`src/rtl/i2m_consts.svh`:
```
// Register map, field positions and timing constants of the I2C master.
// Operation
// - Arbitrate and synchronise SCL so other masters can share the bus.
// - SCL rate never exceeds one twelfth of the system clock.
// - Divider 1..255 gives clock/8/(n+1); zero gives clock/12.
// - Address register holds 7-bit target above direction bit; one means receive.
// - Written data byte is sent by the next send, MSB first.
// - Reading the buffer returns the last received byte, apart from transmit.
// - Clear bit resets the state machine and drops back to zero itself.
// - Filter enable suppresses pulses under 50 ns on SCL and SDA.
// - Idle status bit shows the state machine is idle.
// - Busy status bit is set while receiving or transmitting.
// - Bus busy set by any start condition, cleared by any stop.
// - Error bit set on address nack, data nack or lost arbitration.
// - Address nack bit set when the address got no acknowledge.
// - Data nack bit set when a sent data byte got no acknowledge.
// - Arbitration lost bit set when arbitration was lost.
// - Control register is a command port on write, status on read.
// - Start bit makes a (repeated) start; stop bit ends or bursts.
// - Interrupt on completion of a command and on an error abort.
// - With ack set every received byte is acked; clear before last.
// - Timeout is (setting+1) times two bit periods; sets flag and interrupt.
// - Command combinations not listed as permitted do nothing.
`ifndef I2M_CONSTS_SVH
`define I2M_CONSTS_SVH
`define I2M_IDX_ADDR 10'h0f4
`define I2M_IDX_CTRL 10'h0f5
`define I2M_IDX_BUF 10'h0f6
`define I2M_IDX_DIV 10'h0f7
`define I2M_IDX_TMO 10'h0c3
`define I2M_RST_BYTE 8'h00
`define I2M_CLK_MHZ 20
`define I2M_FILT_NS 50
`define I2M_FILT_CYC ((`I2M_FILT_NS * `I2M_CLK_MHZ + 999) / 1000)
`define I2M_QTR_MIN 10'h003
`define I2M_QTR_STEP 10'h002
`define I2M_TMO_UNIT 11'h008
`define I2M_C_CLEAR 7
`define I2M_C_FILT 6
`define I2M_C_HS 4
`define I2M_C_ACK 3
`define I2M_C_STOP 2
`define I2M_C_START 1
`define I2M_C_RUN 0
`define I2M_TMO_EN 7
`endif

```
`src/rtl/i2m_pkg.sv`:
```
// Types and shared timing function of the I2C master.
`include "i2m_consts.svh"
package i2m_pkg;
  typedef enum logic [3:0] {ST_IDLE, ST_START, ST_ADDR, ST_ADDR_ACK, ST_TX,
    ST_TX_ACK, ST_RX, ST_RX_ACK, ST_STOP, ST_HOLD} i2m_state_type;
  typedef enum logic [1:0] {MODE_NONE, MODE_TX, MODE_RX} i2m_mode_type;
  typedef enum logic [1:0] {ACT_NOP, ACT_START, ACT_RUN, ACT_STOP} i2m_act_type;

  // A bit is four quarters: 2*(p+1) clocks each, or 3 when p is zero.
  function automatic logic [9:0] quarter_len(input logic [7:0] p);
    quarter_len = (p == 8'h00) ? `I2M_QTR_MIN :
      {1'b0, p, 1'b0} + `I2M_QTR_STEP;
  endfunction : quarter_len
endpackage : i2m_pkg

```
`src/rtl/i2m_lines_if.sv`:
```
// Timing tick and filtered bus lines shared inside the I2C master.
`timescale 1ns/1ps
interface i2m_lines_if;
  logic [7:0] period;
  logic restart;
  logic tick;
  logic filt_en;
  logic scl_f;
  logic sda_f;
  modport tick_gen (input period, input restart, output tick);
  modport filt (input filt_en, output scl_f, output sda_f);
  modport core (output period, output restart, input tick,
    output filt_en, input scl_f, input sda_f);
endinterface : i2m_lines_if

```
`src/rtl/i2m_master.sv`:
```
// APB-attached I2C bus master with arbitration and clock synchronisation.
//
// Decided for this implementation: the APB register port.
`timescale 1ns/1ps
`include "i2m_consts.svh"
module i2m_master
  import i2m_pkg::*;
(
  input wire logic pclk,
  input wire logic presetn,
  input wire logic psel,
  input wire logic penable,
  input wire logic pwrite,
  input wire logic [11:0] paddr,
  input wire logic [31:0] pwdata,
  output logic [31:0] prdata,
  output logic pready,
  output logic pslverr,
  input wire logic scl_in,
  output logic scl_out,
  output logic scl_oe,
  input wire logic sda_in,
  output logic sda_out,
  output logic sda_oe,
  output logic done_irq
);
  i2m_state_type state_q;
  i2m_mode_type mode_q;
  i2m_act_type act;
  logic [1:0] ph_q;
  logic [2:0] bit_q;
  logic [7:0] sh_q;
  logic [7:0] rx_q;
  logic [7:0] tx_q;
  logic [7:0] addr_q;
  logic [7:0] div_q;
  logic scl_oe_q;
  logic sda_oe_q;
  logic pin_lo_q;
  logic done_q;
  logic filt_q;
  logic ack_q;
  logic stop_q;
  logic rs_op_q;
  logic clear_q;
  logic arb_q;
  logic dnack_q;
  logic anack_q;
  logic err_q;
  logic line_occ_q;
  logic scl_p_q;
  logic sda_p_q;
  logic toen_q;
  logic tof_q;
  logic [6:0] toset_q;
  logic [9:0] tq_q;
  logic [10:0] tmo_q;
  logic pready_q;
  logic pslverr_q;
  logic [31:0] prdata_q;
  logic access;
  logic wr_fire;
  logic bit_state;
  logic wait_hi;
  logic adv;
  logic samp;
  logic cmd_hit;
  logic cmd_go;
  logic arb_busy;
  logic arb_hit;
  logic nack_hit;
  logic tmo_hit;
  logic mapped;
  logic [7:0] rd_byte;

  i2m_lines_if lines ();

  i2m_line_filter u_filt (
    .pclk(pclk),
    .presetn(presetn),
    .scl_in(scl_in),
    .sda_in(sda_in),
    .lines(lines)
  );

  i2m_tick_gen u_tick (
    .pclk(pclk),
    .presetn(presetn),
    .lines(lines)
  );

  function automatic logic reg_sel(input logic [11:0] a,
                                   input logic [9:0] idx);
    reg_sel = (a[11:2] == idx) && (a[1:0] == 2'h0);
  endfunction : reg_sel

  // Only the permitted combinations for the present mode start anything.
  function automatic i2m_act_type decode(input i2m_mode_type m,
                                         input logic rs,
                                         input logic [31:0] w);
    decode = ACT_NOP;
    if (!w[`I2M_C_HS]) begin
      if (w[`I2M_C_START] && w[`I2M_C_RUN]) begin
        if (!(rs && w[`I2M_C_ACK] && w[`I2M_C_STOP])) begin
          decode = ACT_START;
        end
      end else if (m != MODE_NONE && !w[`I2M_C_START]) begin
        if (w[`I2M_C_RUN]) begin
          if (!(m == MODE_RX && w[`I2M_C_ACK] && w[`I2M_C_STOP])) begin
            decode = ACT_RUN;
          end
        end else if (w[`I2M_C_STOP]) begin
          decode = ACT_STOP;
        end
      end
    end
  endfunction : decode

  assign access = psel && penable && !pready_q;
  assign wr_fire = psel && penable && pready_q && pwrite;
  assign bit_state = state_q != ST_IDLE && state_q != ST_HOLD;
  // SCL released but still held low by a slave or another master.
  assign wait_hi = bit_state && ph_q == 2'h2 && !lines.scl_f;
  // A low SCL during our second high quarter cuts that phase short.
  assign adv = bit_state && ((lines.tick && !wait_hi) ||
    (ph_q == 2'h3 && !lines.scl_f));
  assign samp = adv && ph_q == 2'h2;
  assign act = decode(mode_q, addr_q[0], pwdata);
  assign cmd_hit = wr_fire && reg_sel(paddr, `I2M_IDX_CTRL) &&
    !pwdata[`I2M_C_CLEAR] && !bit_state && act != ACT_NOP;
  assign arb_busy = cmd_hit && act == ACT_START && mode_q == MODE_NONE &&
    line_occ_q;
  assign cmd_go = cmd_hit && !arb_busy;
  assign arb_hit = samp && (state_q == ST_ADDR || state_q == ST_TX) &&
    !sda_oe_q && !lines.sda_f;
  assign nack_hit = samp && lines.sda_f &&
    (state_q == ST_ADDR_ACK || state_q == ST_TX_ACK);
  assign tmo_hit = wait_hi && toen_q &&
    tmo_q == {1'b0, toset_q, 3'h0} + `I2M_TMO_UNIT;

  assign lines.period = div_q;
  assign lines.filt_en = filt_q;
  assign lines.restart = wait_hi || cmd_go;

  // Bit sequencer: each bit is four quarters, SCL low for the first two.
  always_ff @(posedge pclk or negedge presetn) begin
    if (!presetn) begin
      state_q <= ST_IDLE;
      mode_q <= MODE_NONE;
      ph_q <= 2'h0;
      bit_q <= 3'h0;
      sh_q <= `I2M_RST_BYTE;
      rx_q <= `I2M_RST_BYTE;
      scl_oe_q <= 1'b0;
      sda_oe_q <= 1'b0;
      done_q <= 1'b0;
      ack_q <= 1'b0;
      stop_q <= 1'b0;
      rs_op_q <= 1'b0;
    end else begin
      done_q <= 1'b0;
      if (clear_q || tmo_hit) begin
        state_q <= ST_IDLE;
        mode_q <= MODE_NONE;
        ph_q <= 2'h0;
        scl_oe_q <= 1'b0;
        sda_oe_q <= 1'b0;
        done_q <= tmo_hit;
      end else if (cmd_go) begin
        ph_q <= 2'h0;
        bit_q <= 3'h0;
        stop_q <= pwdata[`I2M_C_STOP];
        ack_q <= pwdata[`I2M_C_ACK];
        if (act == ACT_START) begin
          state_q <= ST_START;
          rs_op_q <= addr_q[0];
        end else if (act == ACT_RUN) begin
          state_q <= (mode_q == MODE_RX) ? ST_RX : ST_TX;
          sh_q <= tx_q;
        end else begin
          state_q <= ST_STOP;
        end
      end else if (arb_busy || arb_hit) begin
        // Losing arbitration frees both lines at once for the winner.
        state_q <= ST_IDLE;
        mode_q <= MODE_NONE;
        ph_q <= 2'h0;
        scl_oe_q <= 1'b0;
        sda_oe_q <= 1'b0;
        done_q <= 1'b1;
      end else if (adv) begin
        ph_q <= ph_q + 2'h1;
        unique case (ph_q)
          2'h0: begin
            if (state_q == ST_START) begin
              sda_oe_q <= 1'b0;
            end else if (state_q == ST_STOP) begin
              sda_oe_q <= 1'b1;
            end else if (state_q == ST_ADDR || state_q == ST_TX) begin
              sda_oe_q <= !sh_q[7];
            end else if (state_q == ST_RX_ACK) begin
              sda_oe_q <= ack_q;
            end else begin
              sda_oe_q <= 1'b0;
            end
          end
          2'h1: begin
            scl_oe_q <= 1'b0;
          end
          2'h2: begin
            if (state_q == ST_START) begin
              sda_oe_q <= 1'b1;
            end else if (state_q == ST_STOP) begin
              sda_oe_q <= 1'b0;
            end else if (state_q == ST_RX) begin
              sh_q <= {sh_q[6:0], lines.sda_f};
            end
          end
          2'h3: begin
            scl_oe_q <= 1'b1;
            unique case (state_q)
              ST_START: begin
                state_q <= ST_ADDR;
                sh_q <= {addr_q[7:1], rs_op_q};
                bit_q <= 3'h0;
              end
              ST_ADDR, ST_TX: begin
                sh_q <= {sh_q[6:0], 1'b0};
                bit_q <= bit_q + 3'h1;
                if (bit_q == 3'h7) begin
                  state_q <= (state_q == ST_ADDR) ? ST_ADDR_ACK : ST_TX_ACK;
                end
              end
              ST_RX: begin
                bit_q <= bit_q + 3'h1;
                if (bit_q == 3'h7) begin
                  state_q <= ST_RX_ACK;
                  rx_q <= sh_q;
                end
              end
              ST_ADDR_ACK: begin
                bit_q <= 3'h0;
                if (anack_q) begin
                  state_q <= ST_STOP;
                end else if (rs_op_q) begin
                  state_q <= ST_RX;
                  mode_q <= MODE_RX;
                end else begin
                  state_q <= ST_TX;
                  mode_q <= MODE_TX;
                  sh_q <= tx_q;
                end
              end
              ST_TX_ACK, ST_RX_ACK: begin
                if (dnack_q || stop_q) begin
                  state_q <= ST_STOP;
                end else begin
                  // Hold SCL low between bytes of a burst.
                  state_q <= ST_HOLD;
                  sda_oe_q <= 1'b0;
                  done_q <= 1'b1;
                end
              end
              ST_STOP: begin
                state_q <= ST_IDLE;
                mode_q <= MODE_NONE;
                scl_oe_q <= 1'b0;
                done_q <= 1'b1;
              end
              ST_IDLE, ST_HOLD: begin
                state_q <= state_q;
              end
            endcase
          end
        endcase
      end
    end
  end

  // Result flags of the last command; a new command clears them.
  always_ff @(posedge pclk or negedge presetn) begin
    if (!presetn) begin
      arb_q <= 1'b0;
      dnack_q <= 1'b0;
      anack_q <= 1'b0;
      err_q <= 1'b0;
    end else begin
      if (clear_q || cmd_hit) begin
        arb_q <= arb_busy;
        err_q <= arb_busy;
        dnack_q <= 1'b0;
        anack_q <= 1'b0;
      end
      if (arb_hit) begin
        arb_q <= 1'b1;
        err_q <= 1'b1;
      end
      if (nack_hit && state_q == ST_ADDR_ACK) begin
        anack_q <= 1'b1;
        err_q <= 1'b1;
      end
      if (nack_hit && state_q == ST_TX_ACK) begin
        dnack_q <= 1'b1;
        err_q <= 1'b1;
      end
    end
  end

  // Start and stop are seen on the lines whoever drives them.
  always_ff @(posedge pclk or negedge presetn) begin
    if (!presetn) begin
      scl_p_q <= 1'b1;
      sda_p_q <= 1'b1;
      line_occ_q <= 1'b0;
    end else begin
      scl_p_q <= lines.scl_f;
      sda_p_q <= lines.sda_f;
      if (lines.scl_f && scl_p_q && sda_p_q && !lines.sda_f) begin
        line_occ_q <= 1'b1;
      end else if (lines.scl_f && scl_p_q && !sda_p_q && lines.sda_f) begin
        line_occ_q <= 1'b0;
      end
    end
  end

  // Timeout counts quarter periods while SCL is held low against us.
  always_ff @(posedge pclk or negedge presetn) begin
    if (!presetn) begin
      tq_q <= 10'h000;
      tmo_q <= 11'h000;
      tof_q <= 1'b0;
    end else begin
      if (clear_q) begin
        tof_q <= 1'b0;
      end
      // An expiry in the cycle of a clear still leaves the flag set.
      if (tmo_hit) begin
        tof_q <= 1'b1;
      end
      if (!wait_hi || !toen_q || clear_q) begin
        tq_q <= 10'h000;
        tmo_q <= 11'h000;
      end else if (tq_q >= quarter_len(div_q) - 10'h001) begin
        tq_q <= 10'h000;
        tmo_q <= tmo_q + 11'h001;
      end else begin
        tq_q <= tq_q + 10'h001;
      end
    end
  end

  // Software-written registers; writes land on the completing APB edge.
  always_ff @(posedge pclk or negedge presetn) begin
    if (!presetn) begin
      addr_q <= `I2M_RST_BYTE;
      tx_q <= `I2M_RST_BYTE;
      div_q <= `I2M_RST_BYTE;
      filt_q <= 1'b0;
      toen_q <= 1'b0;
      toset_q <= 7'h00;
      clear_q <= 1'b0;
    end else begin
      clear_q <= wr_fire && reg_sel(paddr, `I2M_IDX_CTRL) &&
        pwdata[`I2M_C_CLEAR];
      if (wr_fire) begin
        if (reg_sel(paddr, `I2M_IDX_ADDR)) begin
          addr_q <= pwdata[7:0];
        end
        if (reg_sel(paddr, `I2M_IDX_BUF)) begin
          tx_q <= pwdata[7:0];
        end
        if (reg_sel(paddr, `I2M_IDX_DIV)) begin
          div_q <= pwdata[7:0];
        end
        if (reg_sel(paddr, `I2M_IDX_CTRL)) begin
          filt_q <= pwdata[`I2M_C_FILT];
        end
        if (reg_sel(paddr, `I2M_IDX_TMO)) begin
          toen_q <= pwdata[`I2M_TMO_EN];
          toset_q <= pwdata[6:0];
        end
      end
    end
  end

  always_comb begin
    mapped = 1'b1;
    rd_byte = `I2M_RST_BYTE;
    if (reg_sel(paddr, `I2M_IDX_ADDR)) begin
      rd_byte = addr_q;
    end else if (reg_sel(paddr, `I2M_IDX_CTRL)) begin
      rd_byte = {1'b0, line_occ_q, state_q == ST_IDLE, arb_q, dnack_q,
        anack_q, err_q, bit_state};
    end else if (reg_sel(paddr, `I2M_IDX_BUF)) begin
      rd_byte = rx_q;
    end else if (reg_sel(paddr, `I2M_IDX_DIV)) begin
      rd_byte = div_q;
    end else if (reg_sel(paddr, `I2M_IDX_TMO)) begin
      rd_byte = {tof_q, toset_q};
    end else begin
      mapped = 1'b0;
    end
  end

  // One wait state: read data is captured on the first access edge.
  always_ff @(posedge pclk or negedge presetn) begin
    if (!presetn) begin
      pready_q <= 1'b0;
      pslverr_q <= 1'b0;
      prdata_q <= 32'h0000_0000;
      pin_lo_q <= 1'b0;
    end else begin
      pready_q <= access;
      pslverr_q <= access && !mapped;
      pin_lo_q <= 1'b0;
      if (access) begin
        prdata_q <= {24'h00_0000, rd_byte};
      end
    end
  end

  assign prdata = prdata_q;
  assign pready = pready_q;
  assign pslverr = pslverr_q;
  assign scl_out = pin_lo_q;
  assign sda_out = pin_lo_q;
  assign scl_oe = scl_oe_q;
  assign sda_oe = sda_oe_q;
  assign done_irq = done_q;
endmodule : i2m_master

```
`src/rtl/i2m_line_filter.sv`:
```
// Synchroniser and glitch filter for the SCL and SDA inputs.
`timescale 1ns/1ps
`include "i2m_consts.svh"
module i2m_line_filter (
  input wire logic pclk,
  input wire logic presetn,
  input wire logic scl_in,
  input wire logic sda_in,
  i2m_lines_if.filt lines
);
  logic [1:0] meta_q;
  logic [1:0] sync_q;
  logic [1:0] line_q;
  logic [1:0] cnt_q [2];

  always_ff @(posedge pclk or negedge presetn) begin
    if (!presetn) begin
      meta_q <= 2'h3;
      sync_q <= 2'h3;
    end else begin
      meta_q <= {scl_in, sda_in};
      sync_q <= meta_q;
    end
  end

  // A change must persist on consecutive samples, so a pulse shorter than
  // the filter time is never passed on.
  always_ff @(posedge pclk or negedge presetn) begin
    if (!presetn) begin
      line_q <= 2'h3;
      cnt_q[0] <= 2'h0;
      cnt_q[1] <= 2'h0;
    end else begin
      for (int i = 0; i < 2; i++) begin
        if (sync_q[i] == line_q[i]) begin
          cnt_q[i] <= 2'h0;
        end else if (!lines.filt_en ||
            cnt_q[i] == 2'(`I2M_FILT_CYC)) begin
          line_q[i] <= sync_q[i];
          cnt_q[i] <= 2'h0;
        end else begin
          cnt_q[i] <= cnt_q[i] + 2'h1;
        end
      end
    end
  end

  assign lines.scl_f = line_q[1];
  assign lines.sda_f = line_q[0];
endmodule : i2m_line_filter

```
`src/rtl/i2m_tick_gen.sv`:
```
// Quarter-bit tick generator for the I2C master.
`timescale 1ns/1ps
module i2m_tick_gen
  import i2m_pkg::*;
(
  input wire logic pclk,
  input wire logic presetn,
  i2m_lines_if.tick_gen lines
);
  logic [9:0] cnt_q;
  logic tick_q;

  always_ff @(posedge pclk or negedge presetn) begin
    if (!presetn) begin
      cnt_q <= 10'h000;
      tick_q <= 1'b0;
    end else if (lines.restart) begin
      cnt_q <= 10'h000;
      tick_q <= 1'b0;
    end else if (cnt_q >= quarter_len(lines.period) - 10'h001) begin
      cnt_q <= 10'h000;
      tick_q <= 1'b1;
    end else begin
      cnt_q <= cnt_q + 10'h001;
      tick_q <= 1'b0;
    end
  end

  assign lines.tick = tick_q;
endmodule : i2m_tick_gen

```
`config.mk`:
```
export PLATFORM = sky130hd
export DESIGN_NAME = i2m_master
export DESIGN_NICKNAME = d
export VERILOG_FILES = /design/src/rtl/i2m_pkg.sv /design/src/rtl/i2m_lines_if.sv /design/src/rtl/i2m_master.sv /design/src/rtl/i2m_line_filter.sv /design/src/rtl/i2m_tick_gen.sv
export VERILOG_INCLUDE_DIRS = /design/src /design/src/rtl
export SDC_FILE = /design/constraint.sdc
export NUM_CORES = 1
export LEC_CHECK = 0
export BUFFER_PORTS_ARGS = -buffer_cell sky130_fd_sc_hd__buf_4
export CAP_MARGIN = 20
export CORE_MARGIN = 1
export CORE_UTILIZATION = 54
export DETAILED_ROUTE_END_ITERATION = 12
export PLACE_DENSITY = 0.76
export SLEW_MARGIN = 20
export SYNTH_ARGS = -nofsm -noshare
export SYNTH_HDL_FRONTEND = slang
export SYNTH_SLANG_ARGS = --single-unit
```
`constraint.sdc`:
```
create_clock -name pclk -period 3.7 [get_ports pclk]
set_input_delay 0.555 -clock pclk [delete_from_list [all_inputs] [get_ports pclk]]
set_output_delay 0.555 -clock pclk [all_outputs]
set_load 0.03 [all_outputs]
```
==> results.md <==
- Status: finished, violations left
- Failing checks: setup timing
- TritonRoute pass-1 iters: 7
- Reg clk slew, reported paths: approximately 0.060 ns
- Layout cell share with drive strength beyond 1: 31.7%
- Pwr dens: 473 nW/um2
- # DRC: 0
- DIE AREA: around 15000 um2
- Synth Register Bits: 127
- Final instance area: 9470 um2
- Setup Skew: 0.00886 ns
- Synth top area cells: dfrtp_1 (38%), mux2_2 (8.2%), ha_1 (5.4%)
- Critical Path RT: a little over 4 ns
- Slew @ Worst Pin: 0.945 ns
- Max-Cap Viols: 0
- Sequential area share after synthesis: 40.7%
- Post-synth ARST share: 100%
- Sink Count: 127
- Cell with the most instances after synthesis: dfrtp_1
- Final setup margin: -0.228 ns
- Antenna violations before repair: 0
- Worst R2R Path Depth: 18
- Cell area after synthesis: 7830 um2
- Final net count: 967
- I/O pins: 90
- N_diodes: 0
- Layout Utilization: 67.7%
- Multiplexer area fraction after synthesis: 8.33%
- Final period utilization: 106%
- Ys Warns: 0
- CTS buffer count: 17
- Via density: 5.99
- GRT Total Usage: 28.5%
- Critical path launch point type: flop
- Post-DP Area: about 8400 um2
- Total wire length: between 20000 and 25000 um
- Vias: 6442
- Yosys top cell by area: dfrtp_1
- Chip Height: 122 um
- Largest family of logic cells by synthesized area: simple AND/OR/NAND/NOR gates
- Vias in the first global route: 6431
- Post-Synth Simple-Gate Area: 20.1%
- Area share of the largest cell type after synthesis: 38.0%
- Grt ovf: 0
- Hold buffer count at cts: 0
- Crit path DAT: 4.28 ns
- Final hold violation count: 0
- Clk buf depth: 2
- Netlist cell types: a little over 80
- Lkg Pwr: 0.00428 uW
- Clock H-tree levels: 4
- Syn Area/Cell: 9.78 um2
- First-pass GRT wire length: 32600 um
- ANT nets after route: 0
- Type of the tightest min-delay check: input pin to async pin
- Die W: 122 um
- Initial DRC count: 475
- Largest stage delay, worst path: 0.43 ns
- Bufs and invs on worst path: 4
- CP max FO: 6
- Kind of critical path: flop to flop
- Post-Synthesis Cells: 801
- P&R area growth vs syn: 20.9%
- Top cells by count, synth: dfrtp_1 (119), nand2_1 (80), mux2_2 (57)
- Compound-cell area share of the yosys netlist: 13.3%
- I/O Buffers: 39
- Largest net degree at the start of global routing: 74
- Critical path capture point type: flop
- Worst skew pair latency: 0.43 ns
- Final Setup Violations: 27
- Crit-path slowest cell: dfrtp_2
- Fillcell total: between 1k and 1.5k
- Critical path depth in cells: 18
- CTS tree: yes
- Initial Util: 56.0%
- Critical path's top delay family: adder cells
- Drt wl/cell: around 19 um
- Slew Viols, Final: 0
- Post-synth EDFFs: 0
- Worst vdd ir: 0.418 mV
- Cells along the critical path: buf_4 > ha_4 > buf_4 > xnor2_1 > a31oi_1 > nor3b_4 > xnor2_2 > ha_1 > and2_4 > a221oi_2 > o21ai_2 > maj3_2 > maj3_2 > a21oi_4 > buf_12 > buf_16 > nand2_8 > nor2_4
- Synth Area in XOR/XNOR: 4.79%
- Row count: 43
- Rel. slew slack: roughly 37%
- Clock root cell: clkbuf_16
- RSZ-0062 raised after global routing: yes
- Fmax: ~250 MHz
- Main synth FF type: dfrtp_1
- Core area: 14000 um2
- Min cycle time layout: 3.93 ns
- Adder-cell share of the synthesized area: 6.18%
- HPWL Detailed: 13700 um
- Placer Congestion: ~0.94
==> timing repair <==
action	in CTS	in global routing
buffers inserted	7	3
gates resized for setup	44	18
gates cloned	5	0
hold endpoints to repair	0	0
setup endpoints to repair	30	31
pin swaps	25	15
==> final timing paths <==
kind	startpoint	slack, ns	to
worst max-delay path	div_q[0]	-0.23	tq_q[5]
worst min register to register	u_filt.meta_q[0]	0.35	u_filt.sync_q[0]
worst min-delay path	presetn	0.23	tq_q[3]
max in group asynchronous	presetn	2.47	tx_q[0]
min in group pclk	sda_in	0.23	u_filt.meta_q[0]
worst max register to register	div_q[0]	-0.23	tq_q[5]
==> metrics by stage <==
stage               setup TNS [ns]  std cells  hold slack [ns]  setup WS [ns]  total power, uW
finish                       -4.10       1075            0.227         -0.228             4480
global route                 -6.95       1075            0.212         -0.327             4690
CTS                         -0.912       1074            0.219        -0.0667             4450
detailed placement           -3.39       1030            0.347         -0.212             2710
global placement            -0.376       1030            0.347        -0.0462             2680
floorplan                   -0.144        826            0.259        -0.0139             2380
==> metal layers <==
layer  global-route usage (%)  vias up  part of all wire (%)
met5                        0        -                     0
met4                     11.9        0                   2.5
met3                     7.06       52                   5.9
met2                     46.6      226                    50
met1                     36.0     3160                    42
li1                         -     3004                     -
==> worst reg2reg max path: stages (launching register included) <==
cell	delay [ns]
dfrtp_2	0.43
buf_4	0.15
ha_4	0.16
buf_4	0.16
xnor2_1	0.16
a31oi_1	0.16
nor3b_4	0.26
xnor2_2	0.17
ha_1	0.30
and2_4	0.16
a221oi_2	0.28
o21ai_2	0.11
maj3_2	0.32
maj3_2	0.35
a21oi_4	0.18
buf_12	0.15
buf_16	0.14
nand2_8	0.09
nor2_4	0.13
==> power by group <==
group	internal, uW	switching [uW]
Combinational	469	726
Sequential	1490	107
Clock	1030	646
==> flip-flops by register name, summed over array words and instances, names as in the netlist, 3 cells and up <==
| signal | flops |
|---|---|
| addr_q | 8 |
| bit_q | 3 |
| div_q | 8 |
| prdata | 8 |
| rx_q | 8 |
| sh_q | 8 |
| state_q | 4 |
| tmo_q | 11 |
| toset_q | 7 |
| tq_q | 10 |
| tx_q | 8 |
| u_filt.cnt_q | 4 |
| u_tick.cnt_q | 10 |
==> cell type report <==
type	instances	area [um2]	share of cell area, %
flip-flops and latches	127	3190	33.7
repair buffers	96	802	8.47
well taps	180	225	2.38
clock inverters	11	130	1.37
inverters	26	105	1.11
clock buffers	21	460	4.86
multi-input cells	614	4560	48.1
==> cell usage in the layout, fill, tap and decap left out, types with 7 or more instances in the layout <==
cell / netlist / layout
a21oi_1: 28 / 25
nor3_1: 23 / 23
mux2_2: 57 / 56
o21ai_0: 44 / 38
xnor2_1: 17 / 14
nand3_1: 29 / 29
a21oi_2: 7 / 9
a22oi_1: 8 / 8
dfrtp_1: 119 / 118
and3_1: 14 / 14
nor2_1: 49 / 47
xor2_1: 24 / 21
inv_1: 25 / 23
clkbuf_16: 0 / 17
conb_1: 1 / 26
buf_4: 29 / 90
dfstp_2: 8 / 8
nand4_1: 9 / 9
nand2b_1: 14 / 14
nor2_4: 0 / 9
nand2_1: 80 / 80
ha_1: 34 / 30
a222oi_1: 7 / 7
==> logic make-up (layout without fill, tap and decap cells) <==
kind of cell	count (synthesis)	after routing
and+or+nand+nor	293	294
AOI/OAI and AO/OA	154	154
DFF	127	127
buffers and inverters	87	154
muxes	58	58
xor gates and xnor gates	42	42
adders and majority gates	39	40
other	1	26
Note: power is estimated with default switching activity, not from simulation.
